### src/rtl/adcr_pkg.sv
// Package: register map, field positions and types of the converter
// control block.
// Assumes an AXI4-Lite master with 32-bit data and byte addresses.
`default_nettype none
package adcr_pkg;
    // -----------------------------------------------------------------
    // Register byte offsets
    // -----------------------------------------------------------------
    localparam logic [7:0] OFF_PIN_EN = 8'h00;
    localparam logic [7:0] OFF_CTRL = 8'h04;
    localparam logic [7:0] OFF_OFFCAL = 8'h08;
    localparam logic [7:0] OFF_RES_UP = 8'h0C;
    localparam logic [7:0] OFF_RES_HN = 8'h10;
    localparam logic [7:0] OFF_RES_LO = 8'h14;
    localparam logic [7:0] OFF_INT_ST = 8'h18;
    localparam logic [7:0] OFF_INT_MSK = 8'h1C;
    localparam logic [7:0] OFF_TMR_CTL = 8'h20;
    // -----------------------------------------------------------------
    // Field positions
    // -----------------------------------------------------------------
    localparam int CTRL_REF_SEL = 7;
    localparam int CTRL_CKR_LO = 5;
    localparam int CTRL_RUN = 4;
    localparam int CTRL_PWR = 3;
    localparam int CTRL_CH_LO = 0;
    localparam int OC_ENABLE = 7;
    localparam int OC_SIGN = 6;
    localparam int OC_MAG_LO = 3;
    localparam int IS_DONE = 5;
    localparam int IS_WAKE = 3;
    localparam int TC_SRC = 5;
    // -----------------------------------------------------------------
    // Reset values and masks
    // -----------------------------------------------------------------
    localparam logic [7:0] RST_PIN_EN = 8'h00;
    localparam logic [7:0] RST_CTRL = 8'h00;
    localparam logic [7:0] RST_OFFCAL = 8'h00;
    localparam logic [7:0] RST_INT_MSK = 8'h00;
    localparam logic [7:0] RST_TMR_CTL = 8'h00;
    localparam logic [7:0] MASK_PIN_EN = 8'h0F;
    localparam logic [7:0] MASK_OFFCAL = 8'hF8;
    localparam logic [1:0] RESP_OKAY = 2'h0;
    localparam logic [1:0] RESP_SLVERR = 2'h2;
    // -----------------------------------------------------------------
    // Clock rate codes
    // -----------------------------------------------------------------
    typedef enum logic [1:0] {
        ADCR_DIV16 = 2'h0,
        ADCR_DIV4 = 2'h1,
        ADCR_DIV64 = 2'h2,
        ADCR_RING = 2'h3
    } adcr_ckr_t;
    localparam logic [5:0] DIV16_LAST = 6'h0F;
    localparam logic [5:0] DIV4_LAST = 6'h03;
    localparam logic [5:0] DIV64_LAST = 6'h3F;
    // -----------------------------------------------------------------
    // Carriers
    // -----------------------------------------------------------------
    typedef struct packed {
        logic start;
        logic power_on;
        logic ref_ext;
        logic [1:0] channel;
        logic cal_en;
        logic cal_pos;
        logic [4:0] cal_lsb;
    } adcr_conv_cmd_t;
    typedef struct packed {
        logic done;
        logic [11:0] result;
    } adcr_conv_res_t;
endpackage
`default_nettype wire

### src/rtl/adcr_axil.sv
// AXI4-Lite slave front end: takes one write and one read at a time and
// presents them to the register file as single-cycle strobes.
// Assumes the register file answers reads combinationally.
`default_nettype none
module adcr_axil (
    input wire logic i_clk,
    input wire logic i_reset,
    input wire logic [7:0] i_awaddr,
    input wire logic i_awvalid,
    output logic o_awready,
    input wire logic [31:0] i_wdata,
    input wire logic [3:0] i_wstrb,
    input wire logic i_wvalid,
    output logic o_wready,
    output logic [1:0] o_bresp,
    output logic o_bvalid,
    input wire logic i_bready,
    input wire logic [7:0] i_araddr,
    input wire logic i_arvalid,
    output logic o_arready,
    output logic [31:0] o_rdata,
    output logic [1:0] o_rresp,
    output logic o_rvalid,
    input wire logic i_rready,
    output logic o_wr_stb,
    output logic [7:0] o_wr_addr,
    output logic [7:0] o_wr_data,
    input wire logic i_wr_ok,
    output logic o_rd_stb,
    output logic [7:0] o_rd_addr,
    input wire logic [7:0] i_rd_data,
    input wire logic i_rd_ok
);
    logic aw_have_reg, w_have_reg;
    logic [7:0] awaddr_reg, wdata_reg;

    // -----------------------------------------------------------------
    // Write path
    // -----------------------------------------------------------------
    assign o_awready = !aw_have_reg && !o_bvalid;
    assign o_wready = !w_have_reg && !o_bvalid;
    assign o_wr_stb = aw_have_reg && w_have_reg && !o_bvalid;
    assign o_wr_addr = awaddr_reg;
    assign o_wr_data = wdata_reg;

    always_ff @(posedge i_clk or posedge i_reset) begin
        if (i_reset) begin
            aw_have_reg <= 1'b0;
            w_have_reg <= 1'b0;
            awaddr_reg <= 8'h00;
            wdata_reg <= 8'h00;
            o_bvalid <= 1'b0;
            o_bresp <= 2'h0;
        end else begin
            if (i_awvalid && o_awready) begin
                aw_have_reg <= 1'b1;
                awaddr_reg <= i_awaddr;
            end
            if (i_wvalid && o_wready) begin
                w_have_reg <= 1'b1;
                // Only the low byte lane carries register data.
                wdata_reg <= i_wstrb[0] ? i_wdata[7:0] : 8'h00;
            end
            if (o_wr_stb) begin
                aw_have_reg <= 1'b0;
                w_have_reg <= 1'b0;
                o_bvalid <= 1'b1;
                o_bresp <= i_wr_ok ? adcr_pkg::RESP_OKAY
                                   : adcr_pkg::RESP_SLVERR;
            end else if (o_bvalid && i_bready) begin
                o_bvalid <= 1'b0;
            end
        end
    end

    // -----------------------------------------------------------------
    // Read path
    // -----------------------------------------------------------------
    assign o_arready = !o_rvalid;
    assign o_rd_stb = i_arvalid && o_arready;
    assign o_rd_addr = i_araddr;

    always_ff @(posedge i_clk or posedge i_reset) begin
        if (i_reset) begin
            o_rvalid <= 1'b0;
            o_rdata <= 32'h0000_0000;
            o_rresp <= 2'h0;
        end else if (o_rd_stb) begin
            o_rvalid <= 1'b1;
            o_rdata <= {24'h00_0000, i_rd_data};
            o_rresp <= i_rd_ok ? adcr_pkg::RESP_OKAY
                               : adcr_pkg::RESP_SLVERR;
        end else if (o_rvalid && i_rready) begin
            o_rvalid <= 1'b0;
        end
    end
endmodule
`default_nettype wire

### src/rtl/adcr_clkdiv.sv
// Conversion clock divider: a one-cycle tick every 4, 16 or 64 system
// clocks, or a synchronised edge of the ring oscillator.
// Assumes the ring oscillator input is asynchronous to the system clock.
`default_nettype none
module adcr_clkdiv (
    input wire logic i_clk,
    input wire logic i_reset,
    input wire logic i_run,
    input wire adcr_pkg::adcr_ckr_t i_rate,
    input wire logic i_ring_osc,
    output logic o_tick
);
    logic [5:0] cnt_reg;
    logic [5:0] last;
    logic [2:0] ring_sync_reg;
    logic ring_tick;

    always_comb begin
        case (i_rate)
            adcr_pkg::ADCR_DIV4: last = adcr_pkg::DIV4_LAST;
            adcr_pkg::ADCR_DIV64: last = adcr_pkg::DIV64_LAST;
            default: last = adcr_pkg::DIV16_LAST;
        endcase
    end

    // Rising edge counts while the second stage is high and the third is still low.
    assign ring_tick = ring_sync_reg[1] && !ring_sync_reg[2];

    always_ff @(posedge i_clk or posedge i_reset) begin
        if (i_reset) begin
            ring_sync_reg <= 3'h0;
        end else begin
            ring_sync_reg <= {ring_sync_reg[1:0], i_ring_osc};
        end
    end

    always_ff @(posedge i_clk or posedge i_reset) begin
        if (i_reset) begin
            cnt_reg <= 6'h00;
        end else if (!i_run || cnt_reg >= last) begin
            cnt_reg <= 6'h00;
        end else begin
            cnt_reg <= cnt_reg + 6'h01;
        end
    end

    always_comb begin
        if (!i_run) begin
            o_tick = 1'b0;
        end else if (i_rate == adcr_pkg::ADCR_RING) begin
            o_tick = ring_tick;
        end else begin
            o_tick = (cnt_reg >= last);
        end
    end
endmodule
`default_nettype wire

### src/rtl/adcr_top.sv
// Converter control register block: pin mode, reference, clock rate,
// start/run, power, channel, offset calibration and result registers.
// Assumes an AXI4-Lite master and an analog core that pulses done.
// Function
// - Enable bits make port pins analog inputs.
// - Reference bit selects supply or shared pin.
// - Shared pin priority reference, timer, port.
// - Clock field divides by 16, 4, 64, ring.
// - Run bit set by software, cleared by hardware.
// - Power bit low switches reference off.
// - Channel field routes pin 0 to 3.
// - Channel changes only when done and run low.
// - Calibration bit enables offset calibration.
// - Sign bit chooses offset polarity.
// - Magnitude gives two LSB per code step.
// - Low three calibration bits read zero.
// - Upper result byte loads, ignores writes.
// - High nibble register loads bits 11 to 8.
// - Completion clears run and sets done flag.
// - Low result byte loads result bits 7-0.
// - Done flag hardware set, software cleared, masked read.
// - Wake enable lets completion wake processor.
// - Shared pin is timer clock when source bit set.
//
// The address map and the AXI4-Lite slave port are this design's own decisions.
`default_nettype none
module adcr_top (
    input wire logic I_CLK,
    input wire logic I_RESET,
    input wire logic [7:0] I_AWADDR,
    input wire logic I_AWVALID,
    output logic O_AWREADY,
    input wire logic [31:0] I_WDATA,
    input wire logic [3:0] I_WSTRB,
    input wire logic I_WVALID,
    output logic O_WREADY,
    output logic [1:0] O_BRESP,
    output logic O_BVALID,
    input wire logic I_BREADY,
    input wire logic [7:0] I_ARADDR,
    input wire logic I_ARVALID,
    output logic O_ARREADY,
    output logic [31:0] O_RDATA,
    output logic [1:0] O_RRESP,
    output logic O_RVALID,
    input wire logic I_RREADY,
    input wire logic I_RING_OSC,
    input wire logic I_SLEEPING,
    input wire adcr_pkg::adcr_conv_res_t I_CONV_RES,
    output adcr_pkg::adcr_conv_cmd_t O_CONV_CMD,
    output logic O_CONV_TICK,
    output logic [3:0] O_ANALOG_PIN,
    output logic O_REF_PIN_ANALOG,
    output logic O_REF_PIN_TIMER,
    output logic O_REF_PIN_PORT,
    output logic O_WAKE
);
    logic wr_stb, rd_stb, wr_ok, rd_ok;
    logic [7:0] wr_addr, wr_data, rd_addr, rd_data;
    logic [7:0] pin_en_reg, offcal_reg, int_msk_reg, tmr_ctl_reg;
    logic ref_sel_reg, run_reg, pwr_reg, done_reg, wake_en_reg;
    logic [1:0] ckr_reg, chan_reg;
    logic [7:0] res_up_reg, res_hn_reg, res_lo_reg;
    logic conv_done, start_req;
    logic wr_ctrl, wr_int;

    // -----------------------------------------------------------------
    // Bus front end and clock divider
    // -----------------------------------------------------------------
    adcr_axil u_axil (
        .i_clk(I_CLK),
        .i_reset(I_RESET),
        .i_awaddr(I_AWADDR),
        .i_awvalid(I_AWVALID),
        .o_awready(O_AWREADY),
        .i_wdata(I_WDATA),
        .i_wstrb(I_WSTRB),
        .i_wvalid(I_WVALID),
        .o_wready(O_WREADY),
        .o_bresp(O_BRESP),
        .o_bvalid(O_BVALID),
        .i_bready(I_BREADY),
        .i_araddr(I_ARADDR),
        .i_arvalid(I_ARVALID),
        .o_arready(O_ARREADY),
        .o_rdata(O_RDATA),
        .o_rresp(O_RRESP),
        .o_rvalid(O_RVALID),
        .i_rready(I_RREADY),
        .o_wr_stb(wr_stb),
        .o_wr_addr(wr_addr),
        .o_wr_data(wr_data),
        .i_wr_ok(wr_ok),
        .o_rd_stb(rd_stb),
        .o_rd_addr(rd_addr),
        .i_rd_data(rd_data),
        .i_rd_ok(rd_ok)
    );

    adcr_clkdiv u_clkdiv (
        .i_clk(I_CLK),
        .i_reset(I_RESET),
        .i_run(run_reg && pwr_reg),
        .i_rate(adcr_pkg::adcr_ckr_t'(ckr_reg)),
        .i_ring_osc(I_RING_OSC),
        .o_tick(O_CONV_TICK)
    );

    // -----------------------------------------------------------------
    // Write decode
    // -----------------------------------------------------------------
    assign wr_ctrl = wr_stb && wr_addr == adcr_pkg::OFF_CTRL;
    assign wr_int = wr_stb && wr_addr == adcr_pkg::OFF_INT_ST;
    // Completion is only honoured while a conversion is running.
    assign conv_done = I_CONV_RES.done && run_reg;
    assign start_req = wr_ctrl && wr_data[adcr_pkg::CTRL_RUN] && !run_reg;

    always_comb begin
        case (wr_addr)
            adcr_pkg::OFF_PIN_EN, adcr_pkg::OFF_CTRL,
            adcr_pkg::OFF_OFFCAL, adcr_pkg::OFF_RES_UP,
            adcr_pkg::OFF_RES_HN, adcr_pkg::OFF_RES_LO,
            adcr_pkg::OFF_INT_ST, adcr_pkg::OFF_INT_MSK,
            adcr_pkg::OFF_TMR_CTL: wr_ok = 1'b1;
            default: wr_ok = 1'b0;
        endcase
    end

    // -----------------------------------------------------------------
    // Plain configuration registers
    // -----------------------------------------------------------------
    always_ff @(posedge I_CLK or posedge I_RESET) begin
        if (I_RESET) begin
            pin_en_reg <= adcr_pkg::RST_PIN_EN;
            offcal_reg <= adcr_pkg::RST_OFFCAL;
            int_msk_reg <= adcr_pkg::RST_INT_MSK;
            tmr_ctl_reg <= adcr_pkg::RST_TMR_CTL;
        end else if (wr_stb) begin
            case (wr_addr)
                adcr_pkg::OFF_PIN_EN:
                    pin_en_reg <= wr_data & adcr_pkg::MASK_PIN_EN;
                adcr_pkg::OFF_OFFCAL:
                    offcal_reg <= wr_data & adcr_pkg::MASK_OFFCAL;
                adcr_pkg::OFF_INT_MSK: int_msk_reg <= wr_data;
                adcr_pkg::OFF_TMR_CTL: tmr_ctl_reg <= wr_data;
                default: ;
            endcase
        end
    end

    // -----------------------------------------------------------------
    // Control register
    // -----------------------------------------------------------------
    always_ff @(posedge I_CLK or posedge I_RESET) begin
        if (I_RESET) begin
            ref_sel_reg <= adcr_pkg::RST_CTRL[adcr_pkg::CTRL_REF_SEL];
            ckr_reg <= adcr_pkg::RST_CTRL[adcr_pkg::CTRL_CKR_LO +: 2];
            pwr_reg <= adcr_pkg::RST_CTRL[adcr_pkg::CTRL_PWR];
            chan_reg <= adcr_pkg::RST_CTRL[adcr_pkg::CTRL_CH_LO +: 2];
        end else if (wr_ctrl) begin
            ref_sel_reg <= wr_data[adcr_pkg::CTRL_REF_SEL];
            ckr_reg <= wr_data[adcr_pkg::CTRL_CKR_LO +: 2];
            pwr_reg <= wr_data[adcr_pkg::CTRL_PWR];
            if (!done_reg && !run_reg && !start_req) begin
                chan_reg <= wr_data[adcr_pkg::CTRL_CH_LO +: 2];
            end else if (!done_reg && !run_reg) begin
                // Channel written together with the start takes effect.
                chan_reg <= wr_data[adcr_pkg::CTRL_CH_LO +: 2];
            end
        end
    end

    // Software start wins over the completion clear; software never clears.
    always_ff @(posedge I_CLK or posedge I_RESET) begin
        if (I_RESET) begin
            run_reg <= adcr_pkg::RST_CTRL[adcr_pkg::CTRL_RUN];
        end else if (start_req) begin
            run_reg <= 1'b1;
        end else if (conv_done) begin
            run_reg <= 1'b0;
        end
    end

    // -----------------------------------------------------------------
    // Completion flag and wake enable
    // -----------------------------------------------------------------
    always_ff @(posedge I_CLK or posedge I_RESET) begin
        if (I_RESET) begin
            done_reg <= 1'b0;
            wake_en_reg <= 1'b0;
        end else begin
            if (conv_done) begin
                done_reg <= 1'b1;
            end else if (wr_int && !wr_data[adcr_pkg::IS_DONE]) begin
                done_reg <= 1'b0;
            end
            if (wr_int) begin
                wake_en_reg <= wr_data[adcr_pkg::IS_WAKE];
            end
        end
    end

    // -----------------------------------------------------------------
    // Result registers
    // -----------------------------------------------------------------
    always_ff @(posedge I_CLK or posedge I_RESET) begin
        if (I_RESET) begin
            res_up_reg <= 8'h00;
            res_hn_reg <= 8'h00;
            res_lo_reg <= 8'h00;
        end else if (conv_done) begin
            res_up_reg <= I_CONV_RES.result[11:4];
            res_hn_reg <= {4'h0, I_CONV_RES.result[11:8]};
            res_lo_reg <= I_CONV_RES.result[7:0];
        end
    end

    // -----------------------------------------------------------------
    // Read mux
    // -----------------------------------------------------------------
    always_comb begin
        rd_ok = 1'b1;
        case (rd_addr)
            adcr_pkg::OFF_PIN_EN: rd_data = pin_en_reg;
            adcr_pkg::OFF_CTRL: rd_data = {ref_sel_reg, ckr_reg, run_reg,
                                           pwr_reg, 1'b0, chan_reg};
            adcr_pkg::OFF_OFFCAL: rd_data = offcal_reg;
            adcr_pkg::OFF_RES_UP: rd_data = res_up_reg;
            adcr_pkg::OFF_RES_HN: rd_data = res_hn_reg;
            adcr_pkg::OFF_RES_LO: rd_data = res_lo_reg;
            adcr_pkg::OFF_INT_ST: rd_data = {2'h0,
                done_reg & int_msk_reg[adcr_pkg::IS_DONE], 1'b0,
                wake_en_reg, 3'h0};
            adcr_pkg::OFF_INT_MSK: rd_data = int_msk_reg;
            adcr_pkg::OFF_TMR_CTL: rd_data = tmr_ctl_reg;
            default: begin
                rd_data = 8'h00;
                rd_ok = 1'b0;
            end
        endcase
    end

    // -----------------------------------------------------------------
    // Converter command and pin functions
    // -----------------------------------------------------------------
    always_comb begin
        O_CONV_CMD.start = run_reg;
        O_CONV_CMD.power_on = pwr_reg;
        O_CONV_CMD.ref_ext = ref_sel_reg;
        O_CONV_CMD.channel = chan_reg;
        O_CONV_CMD.cal_en = offcal_reg[adcr_pkg::OC_ENABLE];
        O_CONV_CMD.cal_pos = offcal_reg[adcr_pkg::OC_SIGN];
        O_CONV_CMD.cal_lsb = {1'b0, offcal_reg[adcr_pkg::OC_MAG_LO +: 3],
                              1'b0};
    end

    assign O_ANALOG_PIN = pin_en_reg[3:0];
    assign O_REF_PIN_ANALOG = ref_sel_reg;
    assign O_REF_PIN_TIMER = !ref_sel_reg &&
                             tmr_ctl_reg[adcr_pkg::TC_SRC];
    assign O_REF_PIN_PORT = !O_REF_PIN_ANALOG && !O_REF_PIN_TIMER;
    assign O_WAKE = I_SLEEPING && wake_en_reg && conv_done;

    // -----------------------------------------------------------------
    // Checks
    // -----------------------------------------------------------------
    run_clear_a: assert property (@(posedge I_CLK) disable iff (I_RESET)
        conv_done && !start_req |=> !run_reg && done_reg)
        else $error("run not cleared or flag not set at completion");
    run_hold_a: assert property (@(posedge I_CLK) disable iff (I_RESET)
        run_reg && !conv_done |=> run_reg)
        else $error("run bit dropped without completion");
    start_set_a: assert property (@(posedge I_CLK) disable iff (I_RESET)
        wr_ctrl && wr_data[adcr_pkg::CTRL_RUN] && !run_reg |=> run_reg)
        else $error("start write did not set run");
    chan_lock_a: assert property (@(posedge I_CLK) disable iff (I_RESET)
        (run_reg || done_reg) |=> $stable(chan_reg))
        else $error("channel changed while locked");
    result_load_a: assert property (@(posedge I_CLK) disable iff (I_RESET)
        conv_done |=> res_up_reg == $past(I_CONV_RES.result[11:4]) &&
        res_lo_reg == $past(I_CONV_RES.result[7:0]))
        else $error("result registers not loaded together");
    nibble_top_a: assert property (@(posedge I_CLK) disable iff (I_RESET)
        res_hn_reg[7:4] == 4'h0 && res_hn_reg[3:0] == res_up_reg[7:4])
        else $error("high nibble register inconsistent");
    result_stable_a: assert property (@(posedge I_CLK) disable iff (I_RESET)
        !conv_done |=> $stable(res_lo_reg) && $stable(res_up_reg))
        else $error("result changed without completion");
    flag_no_set_a: assert property (@(posedge I_CLK) disable iff (I_RESET)
        !done_reg && !conv_done |=> !done_reg)
        else $error("done flag set without completion");
    cal_low_a: assert property (@(posedge I_CLK) disable iff (I_RESET)
        offcal_reg[2:0] == 3'h0 && O_CONV_CMD.cal_lsb[0] == 1'b0)
        else $error("calibration low bits not zero");
    pin_prio_a: assert property (@(posedge I_CLK) disable iff (I_RESET)
        $onehot({O_REF_PIN_ANALOG, O_REF_PIN_TIMER, O_REF_PIN_PORT}))
        else $error("shared pin function not unique");
    conv_c: cover property (@(posedge I_CLK) disable iff (I_RESET)
        start_req ##[1:200] conv_done);
    clear_c: cover property (@(posedge I_CLK) disable iff (I_RESET)
        done_reg ##1 !done_reg);
    busy_start_c: cover property (@(posedge I_CLK) disable iff (I_RESET)
        run_reg && wr_ctrl && wr_data[adcr_pkg::CTRL_RUN]);
endmodule
`default_nettype wire

### config.mk
export PLATFORM = sky130hd
export DESIGN_NAME = adcr_top
export DESIGN_NICKNAME = d
export VERILOG_FILES = /design/src/rtl/adcr_pkg.sv /design/src/rtl/adcr_axil.sv /design/src/rtl/adcr_clkdiv.sv /design/src/rtl/adcr_top.sv
export SDC_FILE = /design/constraint.sdc
export NUM_CORES = 1
export LEC_CHECK = 0
export ABC_CLOCK_PERIOD_IN_PS = 2090
export BUFFER_PORTS_ARGS = -buffer_cell sky130_fd_sc_hd__buf_2
export CAP_MARGIN = 30
export CORE_ASPECT_RATIO = 1.25
export CORE_MARGIN = 4
export CORE_UTILIZATION = 40
export DETAILED_ROUTE_END_ITERATION = 10
export PLACE_DENSITY = 0.76
export SLEW_MARGIN = 20
export SYNTH_ARGS = -nofsm -noshare
export SYNTH_HDL_FRONTEND = slang
export SYNTH_SLANG_ARGS = --single-unit
### constraint.sdc
create_clock -name I_CLK -period 2.09 [get_ports I_CLK]
set_input_delay 0.1045 -clock I_CLK [delete_from_list [all_inputs] [get_ports I_CLK]]
set_output_delay 0.1045 -clock I_CLK [all_outputs]
set_load 0.005 [all_outputs]
# Yosys cells after proc, flatten, opt, wreduce, memory -nomap -nowiden

Index checks and enable logic that the tools add are counted.

Register bits after elaboration: 95
Input bits: 74
Word-level logic and storage cells: 123
Output and inout port bits: 62

Equality and inequality tests: 19
Add/sub/neg operators: 1
Mux-type cells: 24
Reduce and logical (&&, ||, !) cells: 52
Bitwise gates (word level): 1
$lt $le $gt $ge: 1

Operator list:

| operator            | count |
|---|---|
| $pmux 8 s9          | 1 |
| $eq 8x5->1 const B  | 8 |
| $eq 8x4->1 const B  | 4 |
| $logic_and 1x1->1   | 23 |
| $reduce_or 9->1     | 2 |
| $eq 8x3->1 const B  | 2 |
| $eq 8x6->1 const B  | 2 |
| $logic_not 8->1     | 2 |
| $mux 1              | 16 |
| $reduce_bool 2->1   | 7 |
| $logic_not 1->1     | 12 |
| $pmux 6 s2          | 1 |
| $reduce_and 2->1    | 5 |
| $mux 2              | 4 |
| $mux 8              | 1 |
| $add 6x1->6 const B | 1 |
| $ge 6x6->1          | 1 |
| $mux 6              | 1 |
| $eq 2x2->1 const B  | 2 |
| $eq 2x1->1 const B  | 1 |
| $and 1x1->1         | 1 |
| $logic_or 1x1->1    | 1 |

# Logic depth before layout (Yosys ltp)

Depth after elaboration: 9
Gate-level depth with buffers: 7
Gate-level depth less buffers: 6

# By module

A second synthesis with hierarchy kept.

Cell total of the unflattened synthesis: 371
Area total of the unflattened synthesis: 4330.4 µm²

Modules (own cells, without submodules):

| module      | area each (µm²) | seq. area each (µm²) | times used | cells an instance |
|---|---|---|---|---|
| adcr_top    | 2389.8          | 1151.1               | 1          | 200 |
| adcr_axil   | 1487.7          | 750.7                | 1          | 129 |
| adcr_clkdiv | 452.9           | 225.2                | 1          | 42 |

# Least setup slack after synthesis

No wires, ideal clock.

Path kind: reg2reg
Start: reg u_axil.awaddr_reg[0], in the netlist u_axil.o_wr_addr[0]
End: reg offcal_reg[3]
Clock period less this slack: 2.050 ns
Data arrival time: 1.925 ns
Required time: 1.965 ns
Path slack: 0.040 ns
Stages on the path, launching flop included: 7
Library setup time: 0.125 ns
Buffers on the path: 1
Path through: dfrtp_1 or4_4 nor3_4 nand2_2 or3_1 buf_6 mux2_4

Cells in the longest elaborated chain, start to end: 2

RTL lines:

| what                              | RTL line        | text |
|---|---|---|
| start: declaration                | adcr_axil.sv:35 | `logic [7:0] awaddr_reg, wdata_reg;` |
| start signal: assignment          | adcr_axil.sv:57 | `awaddr_reg <= i_awaddr;` |
| $eq 8x4->1                        | adcr_top.sv:139 | `case (wr_addr)` |
| $reduce_and 2->1 (no source line) | -               |  |
| end signal: assignment            | adcr_top.sv:135 | `offcal_reg <= adcr_pkg::RST_OFFCAL;` |
| end signal: assignment            | adcr_top.sv:143 | `offcal_reg <= wr_data & adcr_pkg::MASK_OFFCAL;` |
| end: declaration                  | adcr_top.sv:60  | `logic [7:0] pin_en_reg, offcal_reg, int_msk_reg, tmr_ctl_reg;` |

Every way passes these cells.
A chain may end at the register's enable or synchronous reset.

# Worst setup path after layout

Start: reg u_axil.awaddr_reg[0], in the netlist u_axil.o_wr_addr[0]
End: reg tmr_ctl_reg[0]

Cells in the longest elaborated chain, start to end: 2

RTL lines:

| what                              | RTL line        | text |
|---|---|---|
| $eq 8x6->1                        | adcr_top.sv:139 |  |
| $reduce_and 2->1 (no source line) | -               |  |
| end signal: assignment            | adcr_top.sv:137 | `tmr_ctl_reg <= adcr_pkg::RST_TMR_CTL;` |
| end signal: assignment            | adcr_top.sv:145 | `adcr_pkg::OFF_TMR_CTL: tmr_ctl_reg <= wr_data;` |
| end: declaration                  | adcr_top.sv:60  |  |

Every way passes these cells.

==> run_results.csv <==
group,metric,value,unit
synthesis,synth_compound_area_share,9.192,%
clocking,htreeDepth,3,
min_path,hold_path_class,"primary input to register",
synthesis,yosysUniqueCellTypes,51,
global_route,grt_max_degree,86,
clocking,cts_made_buffers,9,
setup_path,end_kind,"register",
floorplan,die_w,99.42,µm
timing,fin_crit,2.067,ns
floorplan,dieArea,12160,µm²
placed_design,dp.cells,572,
timing,setup_violations,0,
synthesis,synth-seq-cells,85,
timing,drv_slew,0,
power_and_ir_drop,p_per_area,869.6,nW/µm²
synthesis,synth_top_family_by_area,"multiplexers",
clocking,tritoncts,"yes",
synthesis,async_reset_ff_share,100.0,%
clocking,postCtsSetupRepairBufs,0,
global_route,antenna_found_initial,0,
routing,drc,0,
synthesis,synth_edf_count,0,
floorplan,die_y,122.3,µm
clocking,cts_root_buffer,"clkbuf_16",
layout,drive_gt1_share,37.37,%
floorplan,initial_core_util,41.14,%
clocking,clkSlewWorstSetupHoldPaths,0.06,ns
layout,antenna_cells,0,
synthesis,synthCells,370,
synthesis,avgSynthCellArea,11.29,µm²
power_and_ir_drop,p_leak,2.546,nW
routing,vias,3101,
timing,worst_pin_slew,0.6383,ns
placed_design,gp_congestion,0.8779,
timing,hold_violations,0,
setup_path,cp_top_family,"simple AND/OR/NAND/NOR gates",
flow_run,maxCapViolations,0,
synthesis,synthAdderAreaFrac,0.8982,%
clocking,clk_latency,0.34,ns
global_route,overflow,0,
timing,skew,0.008572,ns
floorplan,core-area,10160,µm²
placed_design,dpl.hpwl,6905,µm
synthesis,yosys.area_share.simple,12.25,%
run_status,status,"finished, final reports clean",
setup_path,arrival,2.29,ns
synthesis,synth-main-ff-cell,"dfrtp_1",
routing,first_iter_violations,163,
clocking,cts.sinks,85,
synthesis,syn-cell-area,4179,µm²
setup_path,critPathMaxFanout,8,
setup_path,path_class,"register to register",
setup_path,critical-path-slowest-cell,"or4_4",
placed_design,port_buffers,80,
setup_path,cpPeakStageDelay,0.56,ns
routing,viasPerCell,5.100,
timing,slew_headroom,57.34,%
routing,dr.pass1.iters,4,
layout,layout.nets,551,
layout,fin_cells,608,
routing,drtAntennaViolNets,0,
power_and_ir_drop,ir_drop,0.5568,mV
setup_path,critPathBufInv,1,
setup_path,cp_cell_sequence,"or4_4 -> or4_4 -> buf_8 -> mux2_4",
layout,fillers,909,
clocking,clockBufferDepth,2,
setup_path,cp.required,2.32,ns
setup_path,cp-start-kind,"register",
global_route,grt_usage,16.13,%
setup_path,crit_path_frequent_cell,"or4_4",
layout,area_growth,24.67,%
timing,rsz0062_at_grt,"true",
synthesis,synth_commonest_cells,"85 x dfrtp_1, 53 x mux2_2, 40 x nand2_1",
synthesis,synth_warnings,0,
timing,fin_crit_sh,98.90,%
routing,wl_per_cell,15.89,µm
synthesis,synth_top_area_share,50.90,%
synthesis,yosys.area.top_type,"dfrtp_1",
synthesis,ys_seq_area_share,50.90,%
synthesis,synth.mux.area_fraction,18.02,%
routing,wirelength,9661,µm
layout,post-route-util,51.29,%
global_route,grt_pass1_vias,3110,
floorplan,rows,41,
floorplan,ios,136,
global_route,grt_pass1_wl,15140,µm
timing,fmax,483.8,MHz
synthesis,yosysMostFrequentCell,"dfrtp_1",
synthesis,synthTopCellsByArea,"dfrtp_1 51%, mux2_2 14%, buf_4 5.6%, nand2_1 3.6%, o21ai_0 2.0%",
synthesis,synth_xor_area_share,0.8383,%
==> where the power goes <==
group / leakage, nW / total [mW] / switching, mW / internal, mW
Clock: 0.143 / 1.57 / 0.611 / 0.954
Sequential: 1.12 / 2.18 / 0.274 / 1.91
Combinational: 1.29 / 0.782 / 0.384 / 0.398
==> per-stage QoR <==
stage / hold WS, ns / setup TNS [ns] / setup WS, ns / total power [mW] / area (µm²)
after floorplan: 0.1359 / 0 / 0.03981 / 2.657 / 4284
after global placement: 0.2250 / -0.09419 / -0.01906 / 2.885 / 4661
after detailed placement: 0.2297 / -0.2703 / -0.05363 / 2.936 / 4661
after CTS: 0.001069 / 0 / 0.01347 / 4.536 / 5150
after global routing: 0.002788 / -0.09510 / -0.03216 / 4.769 / 5210
final: 0.006140 / 0 / 0.02306 / 4.531 / 5210
==> path summary, 6_finish.rpt <==
kind	start	endpoint	slack [ns]	depth (start not counted)
max	u_axil.o_wr_addr[0]	tmr_ctl_reg[0]	0.02	4
max in group asynchronous	I_RESET	u_axil.o_rdata[4]	1.31	4
min reg2reg	u_clkdiv.ring_sync_reg[0]	u_clkdiv.ring_sync_reg[1]	0.36	0
min	I_CONV_RES[5]	res_up_reg[1]	0.006	2
max reg2reg	u_axil.o_wr_addr[0]	tmr_ctl_reg[0]	0.02	4
min in group asynchronous	I_RESET	res_lo_reg[0]	0.43	4
==> placed cells by master (no fill, tap or decap), types with 8 or more instances in the layout <==
| master | instances |
|---|---|
| a21oi_1 | 12 |
| buf_2 | 80 |
| buf_4 | 8 |
| clkbuf_16 | 9 |
| conb_1 | 28 |
| dfrtp_1 | 85 |
| dlygate4sd3_1 | 20 |
| mux2_2 | 49 |
| mux2_4 | 10 |
| nand2_1 | 40 |
| nor2_1 | 17 |
| o21ai_0 | 17 |
==> cells by family after synthesis <==
group | count (synthesis)
other | 1
XOR/XNOR | 4
adder cells (fa/ha/maj) | 3
buffers and inverters | 53
flip-flops | 85
AO/OA/AOI/OAI | 59
multiplexers | 66
AND/OR/NAND/NOR | 99
==> layout make-up <==
| cell class | count | area, µm² | area share, % |
|---|---|---|---|
| Clock inverter | 4 | 47.55 | 0.9126 |
| Sequential cell | 85 | 2127 | 40.83 |
| Timing Repair Buffer | 112 | 726.9 | 13.95 |
| Inverter | 7 | 30.03 | 0.5764 |
| Tap cell | 129 | 161.4 | 3.098 |
| Multi-Input combinational cell | 259 | 1871 | 35.90 |
| Clock buffer | 12 | 246.5 | 4.731 |
==> layer usage <==
| layer | GRT usage, % | wire (µm) | share of wire (%) |
|---|---|---|---|
| met5 | 0 | 0 | 0 |
| met4 | 7.771 | 295 | 3.1 |
| met3 | 3.923 | 634 | 6.6 |
| met2 | 26.93 | 4852 | 50 |
| met1 | 19.59 | 3879 | 40 |
==> timing repair <==
action	CTS	global route
setup endpoints to repair	13	18
hold buffers	19	1
hold endpoints to repair	103	1
pin swaps	1	1
resized for setup	1	12
Note: power is estimated with default switching activity, not from simulation.
